<file path="src/pkg/pbs_defines.svh">
// Purpose: Timing counts and encodings for the power button sleep-state controller
// Assumes: 40 MHz reference clock
// Notes: Counts are derived from times in their own units
`ifndef PBS_DEFINES_SVH
`define PBS_DEFINES_SVH
// Clock period in nanoseconds
`define PBS_CLK_PERIOD_NS 25
// Short press limit in seconds
`define PBS_SHORT_HOLD_S 4
// Fail-safe hold threshold in seconds
`define PBS_LONG_HOLD_S 6
// Short limit in cycles, longest time, rounded down
`define PBS_SHORT_CYCLES ((`PBS_SHORT_HOLD_S * 64'd1000000000) / `PBS_CLK_PERIOD_NS)
// Long threshold in cycles, least time, rounded up
`define PBS_LONG_CYCLES (((`PBS_LONG_HOLD_S * 64'd1000000000) + `PBS_CLK_PERIOD_NS - 1) / `PBS_CLK_PERIOD_NS)
// Hold counter width
`define PBS_CNT_W 32
`endif

</file>
<file path="src/pkg/pbs_pkg.sv">
// Purpose: Types for the power button sleep-state controller
// Assumes: Included defines give widths
// Notes: Types only
`include "pbs_defines.svh"
package pbs_pkg;
    // System sleep states
    typedef enum logic [2:0] {
        PBS_S0,
        PBS_S1,
        PBS_S3,
        PBS_S4,
        PBS_S5
    } pbs_state_t;
    // Operating system requests
    typedef struct packed {
        logic soft_off;    // Power off command
        logic sleep_s3;    // Suspend to RAM request
        logic sleep_s4;    // Suspend to disk request
        logic sleep_s1;    // Processor stopped request
        logic btn_standby; // Switch action set to standby
    } pbs_os_req_t;
    // Board rail controls
    typedef struct packed {
        logic main_rails;  // Non-standby voltages on
        logic cpu_power;   // Processor powered
        logic ram_selfref; // RAM kept in self refresh
        logic ctx_disk;    // Context held on disk
        logic cold_boot;   // Next wake needs cold boot
    } pbs_rails_t;
    // Press classification events
    typedef struct packed {
        logic short_press; // Released before short limit
        logic long_hold;   // Held to fail-safe threshold
    } pbs_press_t;
endpackage : pbs_pkg
</file>
<file path="src/design/pbs_hold_timer.sv">
// Purpose: Time power switch holds and classify presses
// Assumes: Switch input is debounced and synchronous
// Notes: Holds between the two limits give nothing
`timescale 1ns/100ps
`include "pbs_defines.svh"
module pbs_hold_timer #(
    parameter logic [`PBS_CNT_W-1:0] SHORT_CYCLES = `PBS_CNT_W'(`PBS_SHORT_CYCLES),
    parameter logic [`PBS_CNT_W-1:0] LONG_CYCLES = `PBS_CNT_W'(`PBS_LONG_CYCLES)
) (
    // Clock and reset
    input wire logic ref_clk,
    input wire logic rst_n,
    // Switch
    input wire logic switch_pressed,
    // Events
    output pbs_pkg::pbs_press_t press
);
    import pbs_pkg::*;
    // ************************************************************
    // Hold counting
    // ************************************************************
    logic [`PBS_CNT_W-1:0] hold_cnt; // Cycles held so far
    logic fired;                     // Long hold already reported
    // Count while pressed, clear on release
    always_ff @(posedge ref_clk) begin
        if (!rst_n) begin
            hold_cnt <= '0;
        end else if (!switch_pressed) begin
            hold_cnt <= '0;
        end else if (hold_cnt != LONG_CYCLES) begin
            hold_cnt <= hold_cnt + `PBS_CNT_W'(1);
        end
    end
    // Report long hold once per press
    always_ff @(posedge ref_clk) begin
        if (!rst_n) begin
            fired <= 1'b0;
        end else if (!switch_pressed) begin
            fired <= 1'b0;
        end else if (hold_cnt == LONG_CYCLES) begin
            fired <= 1'b1;
        end
    end
    // Classify: short on release, long at threshold, middle band idle
    always_ff @(posedge ref_clk) begin
        if (!rst_n) begin
            press <= '0;
        end else begin
            press.short_press <= !switch_pressed && hold_cnt != '0 && hold_cnt < SHORT_CYCLES;
            press.long_hold <= switch_pressed && hold_cnt == LONG_CYCLES && !fired;
        end
    end
    // ************************************************************
    // Checks
    // ************************************************************
    chk_middle_quiet: assert property (@(posedge ref_clk) disable iff (!rst_n)
        (!switch_pressed && hold_cnt >= SHORT_CYCLES) |=> !press.short_press)
        else $error("short press reported after long hold");
    chk_long_once: assert property (@(posedge ref_clk) disable iff (!rst_n)
        press.long_hold |=> !press.long_hold)
        else $error("long hold reported twice");
endmodule : pbs_hold_timer

</file>
<file path="src/design/pbs_sleep_ctrl.sv">
// Purpose: Move the system among working, sleeping and soft-off states
// Assumes: Requests are single-cycle pulses synchronous to ref_clk
// Notes: Deep processor sleep gated by management package choice
`timescale 1ns/100ps
`include "pbs_defines.svh"
module pbs_sleep_ctrl #(
    parameter logic [`PBS_CNT_W-1:0] SHORT_CYCLES = `PBS_CNT_W'(`PBS_SHORT_CYCLES),
    parameter logic [`PBS_CNT_W-1:0] LONG_CYCLES = `PBS_CNT_W'(`PBS_LONG_CYCLES)
) (
    // Clock and reset
    input wire logic ref_clk,
    input wire logic rst_n,
    // Front panel switch
    input wire logic switch_pressed,
    // Operating system requests
    input pbs_pkg::pbs_os_req_t os_req,
    // Setup selection
    input wire logic mgmt_engine_s0_only_package,
    // State and rails
    output pbs_pkg::pbs_state_t sys_state,
    output pbs_pkg::pbs_rails_t rails,
    output logic deep_sx_enable,
    output logic oob_mgmt_enable,
    output logic req_rejected
);
    import pbs_pkg::*;
    // ************************************************************
    // Press timing
    // ************************************************************
    pbs_press_t press; // Classified switch events
    // The timer reports a short press on the release edge and a long hold
    // while the switch is still down, so the two never meet in one cycle
    // Holds that end between the two limits produce no event at all
    // Hold timer instance
    pbs_hold_timer #(
        .SHORT_CYCLES(SHORT_CYCLES),
        .LONG_CYCLES(LONG_CYCLES)
    ) u_timer (
        .ref_clk(ref_clk),
        .rst_n(rst_n),
        .switch_pressed(switch_pressed),
        .press(press)
    );
    // ************************************************************
    // State selection
    // ************************************************************
    pbs_state_t next_state; // Next system state
    // A user who keeps the switch down is overriding software, so the
    // fail-safe hold outranks every request the operating system makes
    // Requests arriving outside the working state are ignored, and a
    // processor-stopped request never selects a state at all
    // Transition priority: long hold, OS off, sleeps, short press
    always_comb begin
        next_state = sys_state;
        case (sys_state)
            PBS_S0: begin
                if (press.long_hold) begin
                    next_state = PBS_S5;
                end else if (os_req.soft_off) begin
                    next_state = PBS_S5;
                end else if (os_req.sleep_s4) begin
                    next_state = PBS_S4;
                end else if (os_req.sleep_s3) begin
                    next_state = PBS_S3;
                end else if (press.short_press && os_req.btn_standby) begin
                    next_state = PBS_S3;
                end
            end
            PBS_S3, PBS_S4: begin
                if (press.long_hold) begin
                    next_state = PBS_S5;
                end else if (press.short_press) begin
                    next_state = PBS_S0;
                end
            end
            PBS_S5: begin
                if (press.short_press) begin
                    next_state = PBS_S0;
                end
            end
            // Processor-stopped and unused codes fall back to working,
            // so a corrupted state register cannot park the system
            default: begin
                next_state = PBS_S0; // S1 is never held
            end
        endcase
    end
    // Reset lands in soft-off: the rails are down and the next wake
    // has to go through a cold boot, just as after a power loss
    // State register
    always_ff @(posedge ref_clk) begin
        if (!rst_n) begin
            sys_state <= PBS_S5;
        end else begin
            sys_state <= next_state;
        end
    end
    // Software asking for the processor-stopped state in the working state gets a
    // one-cycle refusal pulse instead of a silent drop, so it can pick another state
    // Flag a processor-stopped request made in the working state, which is refused
    always_ff @(posedge ref_clk) begin
        if (!rst_n) begin
            req_rejected <= 1'b0;
        end else begin
            req_rejected <= os_req.sleep_s1 && sys_state == PBS_S0;
        end
    end
    // ************************************************************
    // Rails and context
    // ************************************************************
    // Decoding from the next state keeps rails and sys_state changing on
    // one edge; decoding from sys_state would leave a cycle of stale rails
    // Exactly one of cpu_power, ram_selfref, ctx_disk, cold_boot is high
    // Rail pattern follows the next state
    always_ff @(posedge ref_clk) begin
        if (!rst_n) begin
            rails <= '{main_rails: 1'b0, cpu_power: 1'b0, ram_selfref: 1'b0, ctx_disk: 1'b0, cold_boot: 1'b1};
        end else begin
            rails.main_rails <= next_state == PBS_S0;
            rails.cpu_power <= next_state == PBS_S0;
            rails.ram_selfref <= next_state == PBS_S3;
            rails.ctx_disk <= next_state == PBS_S4;
            rails.cold_boot <= next_state == PBS_S5;
        end
    end
    // Choosing the working-state-only package buys the deepest sleep
    // states but gives up out-of-band management, including its wake path,
    // so the two outputs are always complements
    // Management package selection
    always_ff @(posedge ref_clk) begin
        if (!rst_n) begin
            deep_sx_enable <= 1'b0;
            oob_mgmt_enable <= 1'b1;
        end else begin
            deep_sx_enable <= mgmt_engine_s0_only_package;
            oob_mgmt_enable <= !mgmt_engine_s0_only_package;
        end
    end
    // ************************************************************
    // Checks
    // ************************************************************
    // All checks run on ref_clk; the assertions rest while reset is held, the covers do not
    // Rails are compared with the state they belong to, not with inputs
    // Switch events
    chk_short_wake: assert property (@(posedge ref_clk) disable iff (!rst_n)
        (press.short_press && !press.long_hold && (sys_state == PBS_S5 || sys_state == PBS_S3
        || sys_state == PBS_S4)) |=> sys_state == PBS_S0)
        else $error("short press did not wake");
    chk_wake_rails: assert property (@(posedge ref_clk) disable iff (!rst_n)
        (sys_state == PBS_S5 && press.short_press) |=> rails.main_rails && rails.cpu_power && !rails.cold_boot)
        else $error("wake from soft-off left rails down");
    chk_long_off: assert property (@(posedge ref_clk) disable iff (!rst_n)
        (press.long_hold && sys_state != PBS_S5) |=> sys_state == PBS_S5 ##1 rails.cold_boot)
        else $error("long hold did not power off");
    chk_standby_gate: assert property (@(posedge ref_clk) disable iff (!rst_n)
        (sys_state == PBS_S0 && press.short_press && !os_req.btn_standby && !os_req.soft_off
        && !os_req.sleep_s3 && !os_req.sleep_s4) |=> sys_state == PBS_S0)
        else $error("unconfigured press put system to sleep");
    chk_sleep_steady: assert property (@(posedge ref_clk) disable iff (!rst_n)
        ((sys_state == PBS_S3 || sys_state == PBS_S4) && !press.short_press && !press.long_hold)
        |=> $stable(sys_state))
        else $error("sleep state left without a switch event");
    // Operating system requests
    chk_os_off: assert property (@(posedge ref_clk) disable iff (!rst_n)
        (sys_state == PBS_S0 && os_req.soft_off) |=> sys_state == PBS_S5)
        else $error("soft off command ignored");
    chk_s4_enter: assert property (@(posedge ref_clk) disable iff (!rst_n)
        (sys_state == PBS_S0 && os_req.sleep_s4 && !os_req.soft_off && !press.long_hold) |=> sys_state == PBS_S4)
        else $error("suspend to disk request ignored");
    chk_s3_enter: assert property (@(posedge ref_clk) disable iff (!rst_n)
        (sys_state == PBS_S0 && os_req.sleep_s3 && !os_req.sleep_s4 && !os_req.soft_off && !press.long_hold)
        |=> sys_state == PBS_S3)
        else $error("suspend to RAM request ignored");
    chk_off_steady: assert property (@(posedge ref_clk) disable iff (!rst_n)
        (sys_state == PBS_S5 && !press.short_press) |=> sys_state == PBS_S5)
        else $error("soft-off left without a switch press");
    // Rails and context
    chk_disk_ctx: assert property (@(posedge ref_clk) disable iff (!rst_n)
        $rose(sys_state == PBS_S4) |-> rails.ctx_disk && !rails.cpu_power)
        else $error("S4 rails wrong");
    chk_ram_ctx: assert property (@(posedge ref_clk) disable iff (!rst_n)
        (sys_state == PBS_S3) |-> rails.ram_selfref && !rails.main_rails)
        else $error("S3 rails wrong");
    chk_s0_rails: assert property (@(posedge ref_clk) disable iff (!rst_n)
        (sys_state == PBS_S0) |-> rails.main_rails && rails.cpu_power && !rails.ram_selfref
        && !rails.ctx_disk && !rails.cold_boot)
        else $error("S0 rails wrong");
    chk_cold_rail: assert property (@(posedge ref_clk) disable iff (!rst_n)
        rails.cold_boot == (sys_state == PBS_S5))
        else $error("cold boot marker out of step with soft-off");
    // Refused sleep state
    chk_no_s1: assert property (@(posedge ref_clk) disable iff (!rst_n)
        sys_state != PBS_S1)
        else $error("processor-stopped state entered");
    chk_state_legal: assert property (@(posedge ref_clk) disable iff (!rst_n)
        sys_state inside {PBS_S0, PBS_S3, PBS_S4, PBS_S5})
        else $error("state register holds an unused code");
    chk_s1_refused: assert property (@(posedge ref_clk) disable iff (!rst_n)
        (sys_state == PBS_S0 && os_req.sleep_s1) |=> req_rejected)
        else $error("processor-stopped request not flagged");
    chk_s1_only_s0: assert property (@(posedge ref_clk) disable iff (!rst_n)
        req_rejected |-> $past(os_req.sleep_s1) && $past(sys_state) == PBS_S0)
        else $error("refusal flagged without a request");
    // Management package
    chk_deep_gate: assert property (@(posedge ref_clk) disable iff (!rst_n)
        deep_sx_enable |-> !oob_mgmt_enable && $past(mgmt_engine_s0_only_package))
        else $error("deep sleep without package");
    chk_oob_pair: assert property (@(posedge ref_clk) disable iff (!rst_n)
        oob_mgmt_enable != deep_sx_enable)
        else $error("out-of-band management and deep sleep together");
    cov_power_on: cover property (@(posedge ref_clk) sys_state == PBS_S5 ##1 sys_state == PBS_S0);
    cov_refused: cover property (@(posedge ref_clk) sys_state == PBS_S0 && req_rejected);
    cov_standby: cover property (@(posedge ref_clk) sys_state == PBS_S0 && press.short_press && os_req.btn_standby);
    cov_sleep_off: cover property (@(posedge ref_clk) sys_state == PBS_S3 ##1 sys_state == PBS_S5);
    cov_disk_wake: cover property (@(posedge ref_clk) sys_state == PBS_S4 ##1 sys_state == PBS_S0);
endmodule : pbs_sleep_ctrl

</file>
<file path="config.mk">
export PLATFORM = sky130hd
export DESIGN_NAME = pbs_sleep_ctrl
export DESIGN_NICKNAME = d
export VERILOG_FILES = /design/src/pkg/pbs_pkg.sv /design/src/design/pbs_hold_timer.sv /design/src/design/pbs_sleep_ctrl.sv
export VERILOG_INCLUDE_DIRS = /design/src /design/src/pkg
export SDC_FILE = /design/constraint.sdc
export NUM_CORES = 1
export LEC_CHECK = 0
export BUFFER_PORTS_ARGS = -buffer_cell sky130_fd_sc_hd__buf_2
export CELL_PAD_IN_SITES_DETAIL_PLACEMENT = 1
export CELL_PAD_IN_SITES_GLOBAL_PLACEMENT = 2
export CORE_MARGIN = 2
export CORE_UTILIZATION = 35
export CTS_BUF_LIST = sky130_fd_sc_hd__clkbuf_8 sky130_fd_sc_hd__clkbuf_16
export DETAILED_ROUTE_END_ITERATION = 12
export GPL_TIMING_DRIVEN = 0
export PLACE_DENSITY_LB_ADDON = 0.1
export SKIP_LAST_GASP = 1
export SLEW_MARGIN = 20
export SYNTH_ARGS = -nofsm -noshare
export SYNTH_HDL_FRONTEND = slang
export SYNTH_SLANG_ARGS = --single-unit
</file>
<file path="constraint.sdc">
create_clock -name ref_clk -period 4.5 [get_ports ref_clk]
set_clock_uncertainty 0.05 [all_clocks]
set_input_delay 0 -clock ref_clk [delete_from_list [all_inputs] [get_ports ref_clk]]
set_output_delay 0 -clock ref_clk [all_outputs]
set_load 0.02 [all_outputs]
</file>
## Yosys cells after proc, flatten, opt, wreduce, memory -nomap -nowiden

Cells that the tools add are included.

- Magnitude comparators: 1
- Mux-type cells: 8
- Eq/ne operators: 8
- Reductions and logical operators: 14
- $add $sub $neg: 1

Operators with widths:

| kind | count |
|---|---|
| adder 32 x 1 -> 32 bit (second input constant) | 1 |
| == test 32 x 28 -> 1 bit (second input constant) | 1 |
| < comparator 32 x 28 -> 1 bit (second input constant) | 1 |
| != test 32 x 28 -> 1 bit (second input constant) | 1 |
| nonzero test 32 bit | 1 |
| 2-to-1 mux 3 bit | 7 |
| == test 3 x 2 -> 1 bit (second input constant) | 4 |
| one-hot mux 3 bit (3 select lines) | 1 |
| == test 3 bit (second input constant) | 2 |
| logical AND 1 bit | 6 |
| zero test 3 bit | 2 |
| zero test 1 bit | 3 |
| AND reduction 2 bit | 1 |
| OR reduction 2 bit | 1 |

- Logic and storage cells: 44
- Bits in registers: 45
- Output and inout port bits: 11
- Input port bits: 9

## Depth between registers and ports, before layout

- Depth after elaboration: 8
- Gate-level depth with buffers: 7
- Gate-level depth less buffers: 6

## Cells and area by module

Synthesis repeated with hierarchy kept, for this count alone.

- Cell total of the unflattened synthesis: 240
- Area total of the unflattened synthesis: 2,093.3 um2

Modules (own cells, without submodules):

| module | area an instance (um2) | cells each | seq. area each (um2) | times used |
|---|---|---|---|---|
| pbs_hold_timer | 1,730.4 | 205 | 700.7 | 1 |
| pbs_sleep_ctrl | 362.8 | 35 | 200.2 | 1 |

## Least setup slack after synthesis

Ideal clock, no wire load.

- Path type: register to register
- From: reg u_timer.hold_cnt[4]
- To: reg u_timer.hold_cnt[29]
- Library setup time: 0.121 ns
- Required time: 4.329 ns
- Setup slack: 2.639 ns
- Arrival: 1.690 ns
- Period minus slack after synthesis: 1.861 ns
- Path buffers: 0
- Cell stages (with the launch flop): 5
- Cells stage by stage: dfxtp_1 nand3_1 or4_1 nor3_1 mux2_2

- Longest elaborated chain between the ends: 1
- Elaborated cells between the ends (all ways): 2
- Classes of those cells: add/sub (1); eq/ne (1)

RTL lines:

| item | RTL line | RTL |
|---|---|---|
| start, declared | pbs_hold_timer.sv:22 | `` logic [`PBS_CNT_W-1:0] hold_cnt; `` |
| start signal, assigned | pbs_hold_timer.sv:31 | `` hold_cnt <= hold_cnt + `PBS_CNT_W'(1); `` |
| adder 32 x 1 -> 32 bit or != test 32 x 28 -> 1 bit (tied branches) | pbs_hold_timer.sv:31, pbs_hold_timer.sv:30 |  |

Parallel ways exist; a longest one is shown, timed or not.
A chain may end at the register's enable or synchronous reset.

## Worst setup path in the final report

- From: reg u_timer.hold_cnt[28]
- To: reg u_timer.hold_cnt[1]

- Longest elaborated chain between the ends: 1

RTL lines:

| item | RTL line | RTL |
|---|---|---|
| != test 32 x 28 -> 1 bit | pbs_hold_timer.sv:30 | `end else if (hold_cnt != LONG_CYCLES) begin` |

No other way between the ends.

==> metrics.md <==
| Metric | Value |
|---|---|
| WS Path Type | `reg2reg` |
| Relative slew slack | `0.595` |
| Largest family of logic cells by synthesized area | `simple AND/OR/NAND/NOR gates` |
| Setup TNS | `0 ns` |
| RD Place Congestion | `0.769` |
| Final WL | `6.35 mm` |
| Synthesized cell area | `2240 µm²` |
| Ys async rst share | `0` |
| CP Launch Type | `flip-flop` |
| Worst path required time | `4.68 ns` |
| Antenna fix cells | `0` |
| First-pass detailed-route iteration total | `4` |
| Post-placement cell area | `2430 µm²` |
| H-Tree Depth | `2` |
| Arr. time, crit path | `2.43 ns` |
| Post-route cell area | `2570 µm²` |
| Top Ports | `20` |
| Clk_lat worst skew | `0.30 ns` |
| Die X | `84.0 µm` |
| Crit share post-route | `0.499` |
| Die area | `7060 µm²` |
| Grt total ovfl | `0` |
| Critical R2R Launch | `u_timer.hold_cnt[28]` |
| Met3 WL | `160 µm` |
| Final Hold Vio Count | `0` |
| Worst Setup End Kind | `flip-flop` |
| CTS resizes | `0` |
| Post-synthesis register bit count | `45` |
| HP Start | `os_req[4]` |
| Total CTS buffers | `5` |
| Filler cells | `774` |
| Dpl hpwl | `4.63 mm` |
| Die height | `84.0 µm` |
| Clk sink count | `45` |
| Post-Syn Instances | `263` |
| CTS tree | `done` |
| Fin. max-slew vios | `0` |
| CP max FO | `6` |
| Max cap viols | `0` |
| Metal2 WL | `3.02 mm` |
| DR iter-0 viols | `97` |
| Power per cell area | `274 nW/µm²` |
| Clock Root Buffer | `clkbuf_8` |
| Sequential share of the synthesized area | `0.402` |
| Global-route wire length before repair | `10.8 mm` |
| Routed WL per cell | `17.1 µm` |
| Nets | `305` |
| Fraction of the mapped netlist area in simple logic gates | `0.350` |
| Clock tree buffer depth | `2` |
| Met1 wire length | `3.13 mm` |
| Critical path origin | `u_timer.hold_cnt[28]` |
| Number of synthesized flops with an enable pin | `0` |
| Vias | `2140` |
| Syn Area/Cell | `8.52 µm²` |
| Post-Syn Nets | `274` |
| Initial core utilization | `0.357` |
| Fmax | `0.445 GHz` |
| Worst Tran Pin Value | `0.603 ns` |
| Crit path time final | `2.25 ns` |
| Commonest non-fill, non-tap cell in the layout | `dfxtp_1` |
| Initial antenna violation count | `0` |
| P_leak | `0.835 nW` |
| Compound-Gate Fraction of Synth Area | `0.151` |
| Ys Warns | `0` |
| Max rail drop VDD | `0.127 mV` |
| Post-route ant nets | `0` |
| Most used flip-flop cell after synthesis | `dfxtp_1` |
| Vias in the first global route | `2080` |
| Reg clk slew, reported paths | `0.10 ns` |
| RSZ-0062 raised after global routing | `no` |
| Highest routed layer | `met4` |
| Worst min path class | `in2reg` |
| Area grow syn2layout | `14.8%` |
| Drt drc | `0` |
| Total GRT Usage | `0.190` |
| Synth Area in XOR/XNOR | `0.0430` |
| Via-per-instance ratio | `5.75` |
| Status | `completed` |
| Synth Area in Adders | `0.0112` |
| Core Region | `6280 µm²` |
| Final setup fails | `0` |
| Most frequent cells in the layout | `dfxtp_1 (45), buf_2 (21), nor2_1 (18)` |
| # rows | `29` |
| Largest net degree at the start of global routing | `16` |
| Layout cell share with drive strength beyond 1 | `0.125` |
| Port Buffers | `19` |
| Post-synthesis mux area share | `0.00503` |
| Number of distinct library cells after synthesis | `48` |
-- power breakdown --
group / total (mW) / switching, mW / internal (mW) / leakage (nW)
combinational: 0.0357 / 0.0213 / 0.0144 / 0.427
clock: 0.264 / 0.154 / 0.111 / 0.0445
sequential: 0.404 / 0.00277 / 0.401 / 0.364
total: 0.704 / 0.178 / 0.526 / 0.835
-- cell type report --
cell class | instances | area, µm² | area share
Inverter | 4 | 15.0 | 0.00584
Timing Repair Buffer | 24 | 145 | 0.0564
Sequential cell | 45 | 901 | 0.350
Clock inverter | 3 | 21.3 | 0.00827
Multi-Input combinational cell | 198 | 1260 | 0.488
Tap cell | 77 | 96.3 | 0.0375
Clock buffer | 5 | 68.8 | 0.0268
Buffer | 16 | 68.8 | 0.0268
-- through the flow --
step                 util  std cells  power, mW  setup WS, ns  hold WS, ns
floorplan               -        263      0.432          2.64       0.0320
global placement    0.387        359      0.446          2.23        0.136
detailed placement  0.387        359      0.447          2.23        0.141
CTS                 0.410        372      0.714          2.21       0.0264
global route        0.410        372      0.732          2.07       0.0493
finish              0.410        372      0.704          2.25       0.0259
-- final timing paths --
kind	endpoint	slack (ns)	cells after the start
setup / recovery	u_timer.hold_cnt[1]	2.25	4
hold / removal	rails[0]	0.03	3
setup reg to reg	u_timer.hold_cnt[1]	2.25	4
hold reg to reg	u_timer.press[0]	0.38	1
-- repair_timing --
action,4_1_cts,5_1_grt
endpoints found under the hold margin,5,0
hold buffers,5,0
buffers inserted,0,0
-- flip-flops by register name (all words and copies together) (netlist names) --
| signal | flops |
|---|---|
| u_timer.hold_cnt | 32 |
| rails | 4 |
| sys_state | 3 |
| u_timer.press | 2 |
| deep_sx_enable | 1 |
| oob_mgmt_enable | 1 |
| req_rejected | 1 |
| u_timer.fired | 1 |
-- layer usage --
metal / GRT usage / up-vias
li1: - / 1068
met1: 0.263 / 1037
met2: 0.313 / 29
met3: 0.0247 / 6
met4: 0.0440 / 0
met5: 0 / -
-- synthesized netlist by cell type, types with 3 or more instances --
library cell	count	area share
nor2b_1	3	0.0084
inv_1	4	0.0067
nand2b_1	7	0.020
clkbuf_1	9	0.015
and3_1	9	0.025
or3_1	9	0.025
nand4_1	16	0.045
o211ai_1	3	0.010
o41ai_1	8	0.031
xor2_1	6	0.023
dfxtp_1	45	0.40
o31ai_1	3	0.010
nand2_1	14	0.023
nor3b_1	4	0.013
nor2_1	18	0.030
xnor2_1	5	0.020
nor4_1	8	0.022
a21oi_1	16	0.036
or4_1	8	0.027
nand3_1	15	0.033
o311ai_0	4	0.016
nor3_1	7	0.016
o21ai_0	9	0.020
-- worst max-delay path, stage by stage (launching register included) --
cell and delay, ns:
dfxtp_1 0.37, nor4_1 0.58, nor4b_1 0.39, or4b_2 0.62, a21oi_1 0.17
-- cells by family (layout without fill, tap and decap cells) --
family | Yosys count | count (layout)
multiplexers | 1 | 1
adder cells (fa/ha/maj) | 2 | 2
AO/OA/AOI/OAI | 51 | 51
XOR/XNOR | 11 | 11
AND/OR/NAND/NOR | 133 | 133
buffers and inverters | 20 | 52
flip-flops | 45 | 45
(Power assumes the default switching activity.)
